==> config.mk <==
export PLATFORM = sky130hd
export DESIGN_NAME = conveyor_zone_jam_run_timer
export DESIGN_NICKNAME = d
export VERILOG_FILES = /design/src/inc/zone_timer_pkg.sv /design/src/verilog/zone_timer.sv /design/src/verilog/conveyor_zone_jam_run_timer.sv
export VERILOG_INCLUDE_DIRS = /design/src /design/src/inc
export SDC_FILE = /design/constraint.sdc
export NUM_CORES = 1
export LEC_CHECK = 0
export ABC_AREA = 1
export BUFFER_PORTS_ARGS = -buffer_cell sky130_fd_sc_hd__buf_2
export CAP_MARGIN = 15
export CORE_ASPECT_RATIO = 0.5
export CORE_MARGIN = 1
export CORE_UTILIZATION = 30
export CTS_CLUSTER_SIZE = 30
export DETAILED_ROUTE_END_ITERATION = 10
export MAX_ROUTING_LAYER = met4
export PLACE_DENSITY_LB_ADDON = 0.3
export SLEW_MARGIN = 20
export SYNTH_ARGS = -nofsm -noshare
export SYNTH_HDL_FRONTEND = slang
export SYNTH_SLANG_ARGS = --single-unit
==> constraint.sdc <==
create_clock -name aclk -period 8.55 [get_ports aclk]
set_clock_uncertainty 0.15 [all_clocks]
set_input_delay 1.2825 -clock aclk [delete_from_list [all_inputs] [get_ports aclk]]
set_output_delay 1.2825 -clock aclk [all_outputs]
set_load 0.02 [all_outputs]
==> src/inc/zone_timer_map.svh <==
// Register map, field layout, reset values and timing counts for the zone timers
//
// Contract
// - One jam timer covers arrival and sensor jams
// - Jam timer resets to 5 s, range 1-65
// - Jam held for auto-clear time, then reset
// - Auto-clear resets to 5 s, range 0-65
// - Motor runs run-after time after sensor clears
// - Run-after time per zone, 5 s, 0-65
// - Run-after measured in time or distance
// - Distance run-after resets 1000 mm, 0-65535
// - Zone accepts arrivals while run-after runs
`ifndef ZONE_TIMER_MAP_SVH
`define ZONE_TIMER_MAP_SVH

// ***********************************
// Register offsets (byte addresses)
// ***********************************
`define OFF_CTRL        12'h000
`define OFF_STATUS      12'h004
`define OFF_MASK        12'h008
`define OFF_STATE       12'h00C
`define OFF_JAM_UP      12'h010
`define OFF_CLR_UP      12'h014
`define OFF_RAT_UP      12'h018
`define OFF_RAD_UP      12'h01C
`define OFF_JAM_DN      12'h020
`define OFF_CLR_DN      12'h024
`define OFF_RAT_DN      12'h028
`define OFF_RAD_DN      12'h02C
`define ZONE_STRIDE     12'h010

// ***********************************
// Reset values and limits
// ***********************************
`define JAM_SEC_RST     16'h0005
`define JAM_SEC_MIN     16'h0001
`define JAM_SEC_MAX     16'h0041
`define CLR_SEC_RST     16'h0005
`define CLR_SEC_MAX     16'h0041
`define RAT_SEC_RST     16'h0005
`define RAT_SEC_MAX     16'h0041
`define RAD_MM_RST      16'h03E8

// ***********************************
// Timing
// ***********************************
`define CLK_HZ          40000000
`define TICKS_PER_SEC   `CLK_HZ

// ***********************************
// Status bit positions
// ***********************************
`define ST_ARR_UP       0
`define ST_SNS_UP       1
`define ST_CLR_UP       2
`define ST_ARR_DN       3
`define ST_SNS_DN       4
`define ST_CLR_DN       5
`define ST_WIDTH        6

`define RESP_OKAY       2'b00
`define RESP_SLVERR     2'b10

`endif

==> src/inc/zone_timer_pkg.sv <==
// Types shared by the zone timer design
package zone_timer_pkg;

  typedef enum logic [1:0] {
    ZS_IDLE   = 2'b00,
    ZS_CARRY  = 2'b01,
    ZS_RUNOUT = 2'b11,
    ZS_JAM    = 2'b10
  } zone_state_type;

  typedef struct packed {
    logic [15:0] jam_sec;
    logic [15:0] clr_sec;
    logic [15:0] rat_sec;
    logic [15:0] rad_mm;
    logic        dist_mode;
  } zone_cfg_type;

  typedef struct packed {
    logic arrival_jam;
    logic sensor_jam;
    logic jam_cleared;
  } zone_evt_type;

endpackage

==> src/verilog/zone_timer.sv <==
// One conveyor zone: jam detection, auto clear and run-after of the roller motor
`include "zone_timer_map.svh"

module zone_timer #(
  parameter int unsigned TICKS_PER_SEC = `TICKS_PER_SEC
) (
  // Clock and reset
  input  wire logic                         aclk,
  input  wire logic                         aresetn,
  // Configuration
  input  wire zone_timer_pkg::zone_cfg_type cfg,
  // Zone inputs, already synchronised
  input  wire logic                         sensor_blocked,
  input  wire logic                         upstream_sending,
  input  wire logic                         downstream_ready,
  input  wire logic                         mm_pulse,
  // Zone outputs
  output logic                              roller_motor_r,
  output logic                              jam_r,
  output zone_timer_pkg::zone_state_type    state_r,
  output zone_timer_pkg::zone_evt_type      evt_r
);

  logic [31:0] tick_r;
  logic        sec_pulse;
  logic [15:0] sec_r;
  logic [15:0] mm_r;
  logic        sensor_d_r;
  logic        jam_limit;
  logic        clr_limit;
  logic        run_done;
  logic        moved;
  zone_timer_pkg::zone_state_type state_nxt;

  assign sec_pulse = (tick_r == 32'(TICKS_PER_SEC - 1));
  assign moved     = sensor_blocked != sensor_d_r;
  assign jam_limit = sec_pulse && (sec_r + 16'h0001 >= cfg.jam_sec);
  assign clr_limit = (cfg.clr_sec == 16'h0000) || (sec_pulse && (sec_r + 16'h0001 >= cfg.clr_sec));
  assign run_done  = cfg.dist_mode ? (mm_r >= cfg.rad_mm) : (sec_r >= cfg.rat_sec);

  // Second ticker, restarted on state change, movement outside a jam, or idle wait
  always_ff @(posedge aclk) begin
    if (!aresetn || state_nxt != state_r ||
        (moved && state_r != zone_timer_pkg::ZS_JAM) ||
        (state_r == zone_timer_pkg::ZS_IDLE && !upstream_sending)) begin
      tick_r <= 32'h0000_0000;
      sec_r  <= 16'h0000;
    end else if (sec_pulse) begin
      tick_r <= 32'h0000_0000;
      if (sec_r != 16'hFFFF) begin
        sec_r <= sec_r + 16'h0001;
      end
    end else begin
      tick_r <= tick_r + 32'h0000_0001;
    end
  end

  // Distance counter for run-after
  always_ff @(posedge aclk) begin
    if (!aresetn || state_r != zone_timer_pkg::ZS_RUNOUT) begin
      mm_r <= 16'h0000;
    end else if (mm_pulse && mm_r != 16'hFFFF) begin
      mm_r <= mm_r + 16'h0001;
    end
  end

  always_ff @(posedge aclk) begin
    if (!aresetn) begin
      sensor_d_r <= 1'b0;
    end else begin
      sensor_d_r <= sensor_blocked;
    end
  end

  always_comb begin
    state_nxt = state_r;
    case (state_r)
      zone_timer_pkg::ZS_IDLE: begin
        if (sensor_blocked && downstream_ready) begin
          state_nxt = zone_timer_pkg::ZS_CARRY;
        end else if (upstream_sending && jam_limit) begin
          state_nxt = zone_timer_pkg::ZS_JAM;
        end
      end
      zone_timer_pkg::ZS_CARRY: begin
        if (!sensor_blocked) begin
          state_nxt = zone_timer_pkg::ZS_RUNOUT;
        end else if (jam_limit) begin
          state_nxt = zone_timer_pkg::ZS_JAM;
        end
      end
      zone_timer_pkg::ZS_RUNOUT: begin
        if (sensor_blocked) begin
          state_nxt = zone_timer_pkg::ZS_CARRY;
        end else if (run_done) begin
          state_nxt = zone_timer_pkg::ZS_IDLE;
        end
      end
      zone_timer_pkg::ZS_JAM: begin
        if (clr_limit) begin
          state_nxt = zone_timer_pkg::ZS_IDLE;
        end
      end
      default: state_nxt = zone_timer_pkg::ZS_IDLE;
    endcase
  end

  always_ff @(posedge aclk) begin
    if (!aresetn) begin
      state_r        <= zone_timer_pkg::ZS_IDLE;
      roller_motor_r <= 1'b0;
      jam_r          <= 1'b0;
      evt_r          <= '0;
    end else begin
      state_r        <= state_nxt;
      roller_motor_r <= (state_nxt == zone_timer_pkg::ZS_RUNOUT) ||
                        (state_nxt == zone_timer_pkg::ZS_CARRY) ||
                        (state_nxt == zone_timer_pkg::ZS_IDLE && upstream_sending);
      jam_r          <= state_nxt == zone_timer_pkg::ZS_JAM;
      evt_r.arrival_jam <= state_r == zone_timer_pkg::ZS_IDLE &&
                           state_nxt == zone_timer_pkg::ZS_JAM;
      evt_r.sensor_jam  <= state_r == zone_timer_pkg::ZS_CARRY &&
                           state_nxt == zone_timer_pkg::ZS_JAM;
      evt_r.jam_cleared <= state_r == zone_timer_pkg::ZS_JAM &&
                           state_nxt == zone_timer_pkg::ZS_IDLE;
    end
  end

endmodule

==> src/verilog/conveyor_zone_jam_run_timer.sv <==
// Two-zone conveyor timer top with AXI4-Lite register slave and interrupt
`include "zone_timer_map.svh"

module conveyor_zone_jam_run_timer #(
  parameter int unsigned TICKS_PER_SEC = `TICKS_PER_SEC
) (
  // Clock and reset
  input  wire logic        aclk,
  input  wire logic        aresetn,
  // AXI4-Lite write address
  input  wire logic        s_axi_awvalid,
  output logic             s_axi_awready,
  input  wire logic [11:0] s_axi_awaddr,
  input  wire logic [2:0]  s_axi_awprot,
  // AXI4-Lite write data
  input  wire logic        s_axi_wvalid,
  output logic             s_axi_wready,
  input  wire logic [31:0] s_axi_wdata,
  input  wire logic [3:0]  s_axi_wstrb,
  // AXI4-Lite write response
  output logic             s_axi_bvalid,
  input  wire logic        s_axi_bready,
  output logic [1:0]       s_axi_bresp,
  // AXI4-Lite read address
  input  wire logic        s_axi_arvalid,
  output logic             s_axi_arready,
  input  wire logic [11:0] s_axi_araddr,
  input  wire logic [2:0]  s_axi_arprot,
  // AXI4-Lite read data
  output logic             s_axi_rvalid,
  input  wire logic        s_axi_rready,
  output logic [31:0]      s_axi_rdata,
  output logic [1:0]       s_axi_rresp,
  // Zone pins, upstream index 0, downstream index 1
  input  wire logic [1:0]  sensor_blocked_pin,
  input  wire logic [1:0]  upstream_sending_pin,
  input  wire logic [1:0]  downstream_ready_pin,
  input  wire logic [1:0]  mm_pulse_pin,
  output logic [1:0]       roller_motor,
  output logic [1:0]       jam,
  // Interrupt
  output logic             irq
);

  // ***********************************
  // Input synchronisers
  // ***********************************
  logic [7:0] pin_s1_r;
  logic [7:0] pin_s2_r;
  logic [1:0] mm_d_r;
  logic [1:0] mm_edge;

  always_ff @(posedge aclk) begin
    if (!aresetn) begin
      pin_s1_r <= 8'h00;
      pin_s2_r <= 8'h00;
      mm_d_r   <= 2'b00;
    end else begin
      pin_s1_r <= {mm_pulse_pin, downstream_ready_pin, upstream_sending_pin,
                   sensor_blocked_pin};
      pin_s2_r <= pin_s1_r;
      mm_d_r   <= pin_s2_r[7:6];
    end
  end
  assign mm_edge = pin_s2_r[7:6] & ~mm_d_r;

  // ***********************************
  // Configuration registers
  // ***********************************
  zone_timer_pkg::zone_cfg_type   cfg_r [2];
  zone_timer_pkg::zone_state_type state_w [2];
  zone_timer_pkg::zone_evt_type   evt_w [2];
  logic [1:0]                     motor_w;
  logic [1:0]                     jam_w;
  logic [`ST_WIDTH-1:0]           status_r;
  logic [`ST_WIDTH-1:0]           mask_r;
  logic [`ST_WIDTH-1:0]           events;
  logic [`ST_WIDTH-1:0]           clr_bits;

  // ***********************************
  // Write channel
  // ***********************************
  logic        aw_held_r;
  logic        w_held_r;
  logic [11:0] awaddr_r;
  logic [31:0] wdata_r;
  logic [3:0]  wstrb_r;
  logic        wr_fire;
  logic        wr_hit;
  logic [15:0] wval;

  assign wr_fire = aw_held_r && w_held_r && !s_axi_bvalid;
  assign wval    = wdata_r[15:0];

  always_ff @(posedge aclk) begin
    if (!aresetn) begin
      aw_held_r     <= 1'b0;
      w_held_r      <= 1'b0;
      awaddr_r      <= 12'h000;
      wdata_r       <= 32'h0000_0000;
      wstrb_r       <= 4'h0;
      s_axi_awready <= 1'b0;
      s_axi_wready  <= 1'b0;
    end else begin
      s_axi_awready <= !aw_held_r && !s_axi_awready && s_axi_awvalid;
      s_axi_wready  <= !w_held_r && !s_axi_wready && s_axi_wvalid;
      if (s_axi_awvalid && s_axi_awready) begin
        aw_held_r <= 1'b1;
        awaddr_r  <= s_axi_awaddr;
      end else if (wr_fire) begin
        aw_held_r <= 1'b0;
      end
      if (s_axi_wvalid && s_axi_wready) begin
        w_held_r <= 1'b1;
        wdata_r  <= s_axi_wdata;
        wstrb_r  <= s_axi_wstrb;
      end else if (wr_fire) begin
        w_held_r <= 1'b0;
      end
    end
  end

  always_comb begin
    wr_hit = 1'b0;
    case ({awaddr_r[11:2], 2'b00})
      `OFF_CTRL, `OFF_STATUS, `OFF_MASK, `OFF_STATE: wr_hit = 1'b1;
      `OFF_JAM_UP, `OFF_CLR_UP, `OFF_RAT_UP, `OFF_RAD_UP: wr_hit = 1'b1;
      `OFF_JAM_DN, `OFF_CLR_DN, `OFF_RAT_DN, `OFF_RAD_DN: wr_hit = 1'b1;
      default: wr_hit = 1'b0;
    endcase
  end

  always_ff @(posedge aclk) begin
    if (!aresetn) begin
      s_axi_bvalid <= 1'b0;
      s_axi_bresp  <= `RESP_OKAY;
    end else if (wr_fire) begin
      s_axi_bvalid <= 1'b1;
      s_axi_bresp  <= wr_hit ? `RESP_OKAY : `RESP_SLVERR;
    end else if (s_axi_bready) begin
      s_axi_bvalid <= 1'b0;
    end
  end

  // Per-zone settings with range limits
  generate
    for (genvar z = 0; z < 2; z++) begin : g_cfg
      localparam logic [11:0] BASE = `OFF_JAM_UP + 12'(z) * `ZONE_STRIDE;
      always_ff @(posedge aclk) begin
        if (!aresetn) begin
          cfg_r[z].jam_sec   <= `JAM_SEC_RST;
          cfg_r[z].clr_sec   <= `CLR_SEC_RST;
          cfg_r[z].rat_sec   <= `RAT_SEC_RST;
          cfg_r[z].rad_mm    <= `RAD_MM_RST;
          cfg_r[z].dist_mode <= 1'b0;
        end else if (wr_fire && (&wstrb_r[1:0])) begin
          if ({awaddr_r[11:2], 2'b00} == BASE &&
              wval >= `JAM_SEC_MIN && wval <= `JAM_SEC_MAX) begin
            cfg_r[z].jam_sec <= wval;
          end
          if ({awaddr_r[11:2], 2'b00} == BASE + 12'h004 && wval <= `CLR_SEC_MAX) begin
            cfg_r[z].clr_sec <= wval;
          end
          if ({awaddr_r[11:2], 2'b00} == BASE + 12'h008 && wval <= `RAT_SEC_MAX) begin
            cfg_r[z].rat_sec <= wval;
          end
          if ({awaddr_r[11:2], 2'b00} == BASE + 12'h00C) begin
            cfg_r[z].rad_mm <= wval;
          end
          if ({awaddr_r[11:2], 2'b00} == `OFF_CTRL) begin
            cfg_r[z].dist_mode <= wdata_r[z];
          end
        end
      end

      zone_timer #(
        .TICKS_PER_SEC (TICKS_PER_SEC)
      ) u_zone (
        .aclk             (aclk),
        .aresetn          (aresetn),
        .cfg              (cfg_r[z]),
        .sensor_blocked   (pin_s2_r[z]),
        .upstream_sending (pin_s2_r[2+z]),
        .downstream_ready (pin_s2_r[4+z]),
        .mm_pulse         (mm_edge[z]),
        .roller_motor_r   (motor_w[z]),
        .jam_r            (jam_w[z]),
        .state_r          (state_w[z]),
        .evt_r            (evt_w[z])
      );
    end
  endgenerate

  assign roller_motor = motor_w;
  assign jam          = jam_w;
  assign events       = {evt_w[1].jam_cleared, evt_w[1].sensor_jam, evt_w[1].arrival_jam,
                         evt_w[0].jam_cleared, evt_w[0].sensor_jam, evt_w[0].arrival_jam};

  // ***********************************
  // Status and mask
  // ***********************************
  assign clr_bits = (wr_fire && wstrb_r[0] && {awaddr_r[11:2], 2'b00} == `OFF_STATUS) ?
                    wdata_r[`ST_WIDTH-1:0] : '0;

  always_ff @(posedge aclk) begin
    if (!aresetn) begin
      status_r <= '0;
      mask_r   <= '0;
      irq      <= 1'b0;
    end else begin
      status_r <= (status_r & ~clr_bits) | events;
      if (wr_fire && wstrb_r[0] && {awaddr_r[11:2], 2'b00} == `OFF_MASK) begin
        mask_r <= wdata_r[`ST_WIDTH-1:0];
      end
      irq <= |(((status_r & ~clr_bits) | events) & mask_r);
    end
  end

  // ***********************************
  // Read channel
  // ***********************************
  logic [31:0] rd_val;
  logic        rd_hit;
  logic [11:0] ra;

  assign ra = {s_axi_araddr[11:2], 2'b00};

  always_comb begin
    rd_val = 32'h0000_0000;
    rd_hit = 1'b1;
    case (ra)
      `OFF_CTRL:   rd_val = {30'h0, cfg_r[1].dist_mode, cfg_r[0].dist_mode};
      `OFF_STATUS: rd_val = {26'h0, status_r};
      `OFF_MASK:   rd_val = {26'h0, mask_r};
      `OFF_STATE:  rd_val = {24'h0, motor_w, jam_w, state_w[1], state_w[0]};
      `OFF_JAM_UP: rd_val = {16'h0, cfg_r[0].jam_sec};
      `OFF_CLR_UP: rd_val = {16'h0, cfg_r[0].clr_sec};
      `OFF_RAT_UP: rd_val = {16'h0, cfg_r[0].rat_sec};
      `OFF_RAD_UP: rd_val = {16'h0, cfg_r[0].rad_mm};
      `OFF_JAM_DN: rd_val = {16'h0, cfg_r[1].jam_sec};
      `OFF_CLR_DN: rd_val = {16'h0, cfg_r[1].clr_sec};
      `OFF_RAT_DN: rd_val = {16'h0, cfg_r[1].rat_sec};
      `OFF_RAD_DN: rd_val = {16'h0, cfg_r[1].rad_mm};
      default:     rd_hit = 1'b0;
    endcase
  end

  always_ff @(posedge aclk) begin
    if (!aresetn) begin
      s_axi_arready <= 1'b0;
      s_axi_rvalid  <= 1'b0;
      s_axi_rdata   <= 32'h0000_0000;
      s_axi_rresp   <= `RESP_OKAY;
    end else begin
      s_axi_arready <= !s_axi_arready && !s_axi_rvalid && s_axi_arvalid;
      if (s_axi_arvalid && s_axi_arready) begin
        s_axi_rvalid <= 1'b1;
        s_axi_rdata  <= rd_val;
        s_axi_rresp  <= rd_hit ? `RESP_OKAY : `RESP_SLVERR;
      end else if (s_axi_rready) begin
        s_axi_rvalid <= 1'b0;
      end
    end
  end

endmodule

==> out/metrics.csv <==
metric,value,unit
core_area,63800,um2
path_delay_family,simple AND/OR/NAND/NOR gates,
yosysSeqAreaShare,43.1,%
synth_top_cell_by_area,dfxtp_1,
crit_buf_inv,0,
drc,0,
start_kind,flop,
start_util,30.7,%
routed_via_density,4.51,
fill_cells,6683,
yosys-top-cells-count,"inv_1 (440), nand2_1 (414), nor2_1 (297)",
worst_path_most_repeated_cell,nand2_1,
finalWirelength,50700,um
ctsResizeCount,0,
whs,0.260,ns
cts_tree,yes,
finalSetupViolCount,0,
cts.sinks,358,
post_drt_wl_per_cell,14.6,um
crit_chain,ha_1 > nand3_1 > nor2_2 > nand2_1 > nor2_1 > nand3_1 > nor2_1 > xor2_1 > ha_1 > nand2_1 > o21bai_1 > nand2_1 > a21oi_1 > nand3_1 > nand2_1 > nand2_1 > nand2_1 > nand3_2 > nand3_1 > nand3_2 > nor2_2,
synthToLayoutAreaGrowth,13.5,%
dieHeight,183,um
fmax,215,MHz
synthFlopType,dfxtp_1,
nets,2796,
avgSynthCellArea,8.00,um2
ys_warn_count,0,
cts-htree-levels,2,
ant_nets,0,
setup-tns-final,0,ns
grt_usage,15.6,%
synth_area,19600,um2
vias,15700,
maxCapViolations,0,
clk_path_buf_depth,3,
post-dp-hpwl,38500,um
p_int,2.83,mW
ys_types,58,
tightest_slew,1.03,ns
fin_crit,4.65,ns
ir_drop,0.000123,V
die_area,66500,um2
critical-path-slowest-cell,nand3_2,
p_per_area,166,nW/um2
cts_setup_buffers,0,
worstSkewPairLatency,0.57,ns
overflow,0,
drive_gt1_share,9.69,%
ys_ff_latch,358,
numCtsBuffers,39,
leakage,9.75,nW
cpPeakStageDelay,0.79,ns
critPathCaptureType,flop,
synth_top_area_share,23.3,%
finalCritPeriodShare,54.4,%
critPathRequiredTime,8.86,ns
hold_class,reg2reg,
combPwrFrac,4.8,%
ys_top_cells_by_area,"dfxtp_1 (23%), edfxtp_1 (20%), ha_1 (8.5%), inv_1 (8.4%), nand2_1 (7.9%)",
antenna_found_initial,0,
p_clk_share,46.2,%
grt_max_degree,73,
grt_pass1_wl,79600,um
syn_inst,2453,
crit_type,reg2reg,
portBuffers,80,
sw_frac_of_total,23.8,%
pwr-share-seq,49.0,%
power,3.71,mW
multiInputGateArea,9310,um2
grt_setup_unrepaired,no,
yosysMostFrequentCell,inv_1,
p_sw,881,uW
seqCellArea,8470,um2
grt_pass1_vias,14500,
max_slew_margin,31.4,%
fin_area,22300,um2
maxSlewViolCount,0,
die_w,364,um
drtIter0Drc,882,
critPathArrivalTime,4.97,ns
hold_viol,0,
clkTransAtPathRegs,0.07,ns
cts_hold_buf,0,
placed_area,21000,um2
num_io_pins,127,
cts-root-buf,clkbuf_16,
async_flop_share,0,%
detail_route.first_pass.iterations,5,
worstPathMaxFanout,32,
num_rows,65,
synth_edf_count,130,
status,"finished, final reports clean",
antenna_cells,0,
globalplace.congestion,0.872,
[routing by layer]
layer  GRT usage, %  routed length (um)  up-vias
met5              -                   0        -
met4           3.41                 892        0
met3           2.43                2280       65
met2           24.7               23300      259
met1           20.9               24300     7247
li1               -                   -     8130
[path summary, 6_finish.rpt]
| check | to | start | slack (ns) | depth (start not counted) |
|---|---|---|---|---|
| setup / recovery | g_cfg[1].u_zone.tick_r[18]$_SDFF_PP0_ | g_cfg[1].u_zone.sec_r[0]$_SDFFE_PP0P_ | 3.90 | 21 |
| hold / removal | pin_s2_r[6]$_SDFF_PN0_ | pin_s1_r[6]$_SDFF_PN0_ | 0.26 | 2 |
| setup reg to reg | g_cfg[1].u_zone.tick_r[18]$_SDFF_PP0_ | g_cfg[1].u_zone.sec_r[0]$_SDFFE_PP0P_ | 3.90 | 21 |
| hold reg to reg | pin_s2_r[6]$_SDFF_PN0_ | pin_s1_r[6]$_SDFF_PN0_ | 0.26 | 2 |
[logic make-up (layout without fill, tap and decap cells)]
kind of cell / count (synthesis) / in the layout / synth area share [%]
compound gates: 310 / 310 / 8.90
xor+xnor: 90 / 90 / 4.02
fa+ha+maj: 134 / 134 / 8.54
buf+inv: 521 / 609 / 10.8
flops: 358 / 358 / 43.1
mux: 13 / 13 / 0.720
other cells: 1 / 72 / 0.0191
simple gates: 1026 / 1026 / 23.9
[tightest hold or removal path, cell delays in order, from the launching register on]
cell     delay [ns]
dfxtp_1        0.30
nand2_1        0.04
inv_1          0.04
[sequential cells by signal (all words and copies together) (netlist names), 8 cells and up]
name,count
cfg_r,130
g_cfg.u_zone.tick_r,64
g_cfg.u_zone.mm_r,32
g_cfg.u_zone.sec_r,32
s_axi_rdata,16
wdata_r,16
awaddr_r,10
pin_s1_r,8
pin_s2_r,8
[layout make-up]
type | count | area share, %
multi-input combinational | 1645 | 41.8
clock inverter | 17 | 0.713
timing repair buffer | 84 | 1.93
sequential | 358 | 38.0
inverter | 453 | 7.63
clock buffer | 55 | 5.02
tap | 871 | 4.89
[metrics by stage]
step	setup slack [ns]	util, %	instances
after floorplan	5.19	-	2524
after global placement	4.00	32.9	3411
after detailed placement	3.89	32.9	3411
after CTS	3.86	34.9	3483
after global routing	3.42	34.9	3483
final	3.90	34.9	3483
[power by group through the flow]
stage,Sequential [mW],Clock (mW),Combinational (mW)
floorplan,1.85,0,0.125
global placement,1.86,0,0.174
detailed placement,1.86,0,0.177
CTS,1.82,1.76,0.178
global route,1.82,1.83,0.200
finish,1.82,1.71,0.177
[cell usage in the layout (no fill, tap or decap), types with 7 or more instances in the layout]
cell	synthesis	layout
nor2_1	297	297
inv_1	440	440
o22ai_1	68	68
o21bai_1	8	8
xor2_1	76	76
clkinv_1	9	12
conb_1	1	72
nand3_2	8	8
nor4_1	29	29
nor3_1	52	52
xnor2_1	14	14
edfxtp_1	130	130
nand4_1	42	42
clkbuf_16	0	40
nand2_1	414	414
a21oi_1	122	122
nor3_2	7	7
or2_2	9	9
clkbuf_1	31	9
buf_2	1	80
o21a_1	10	10
dfxtp_1	228	228
o21ai_0	79	79
nand3_1	86	86
nor2_2	51	51
mux2_2	7	7
ha_1	134	134
Power figures use the tool's default switching activity.
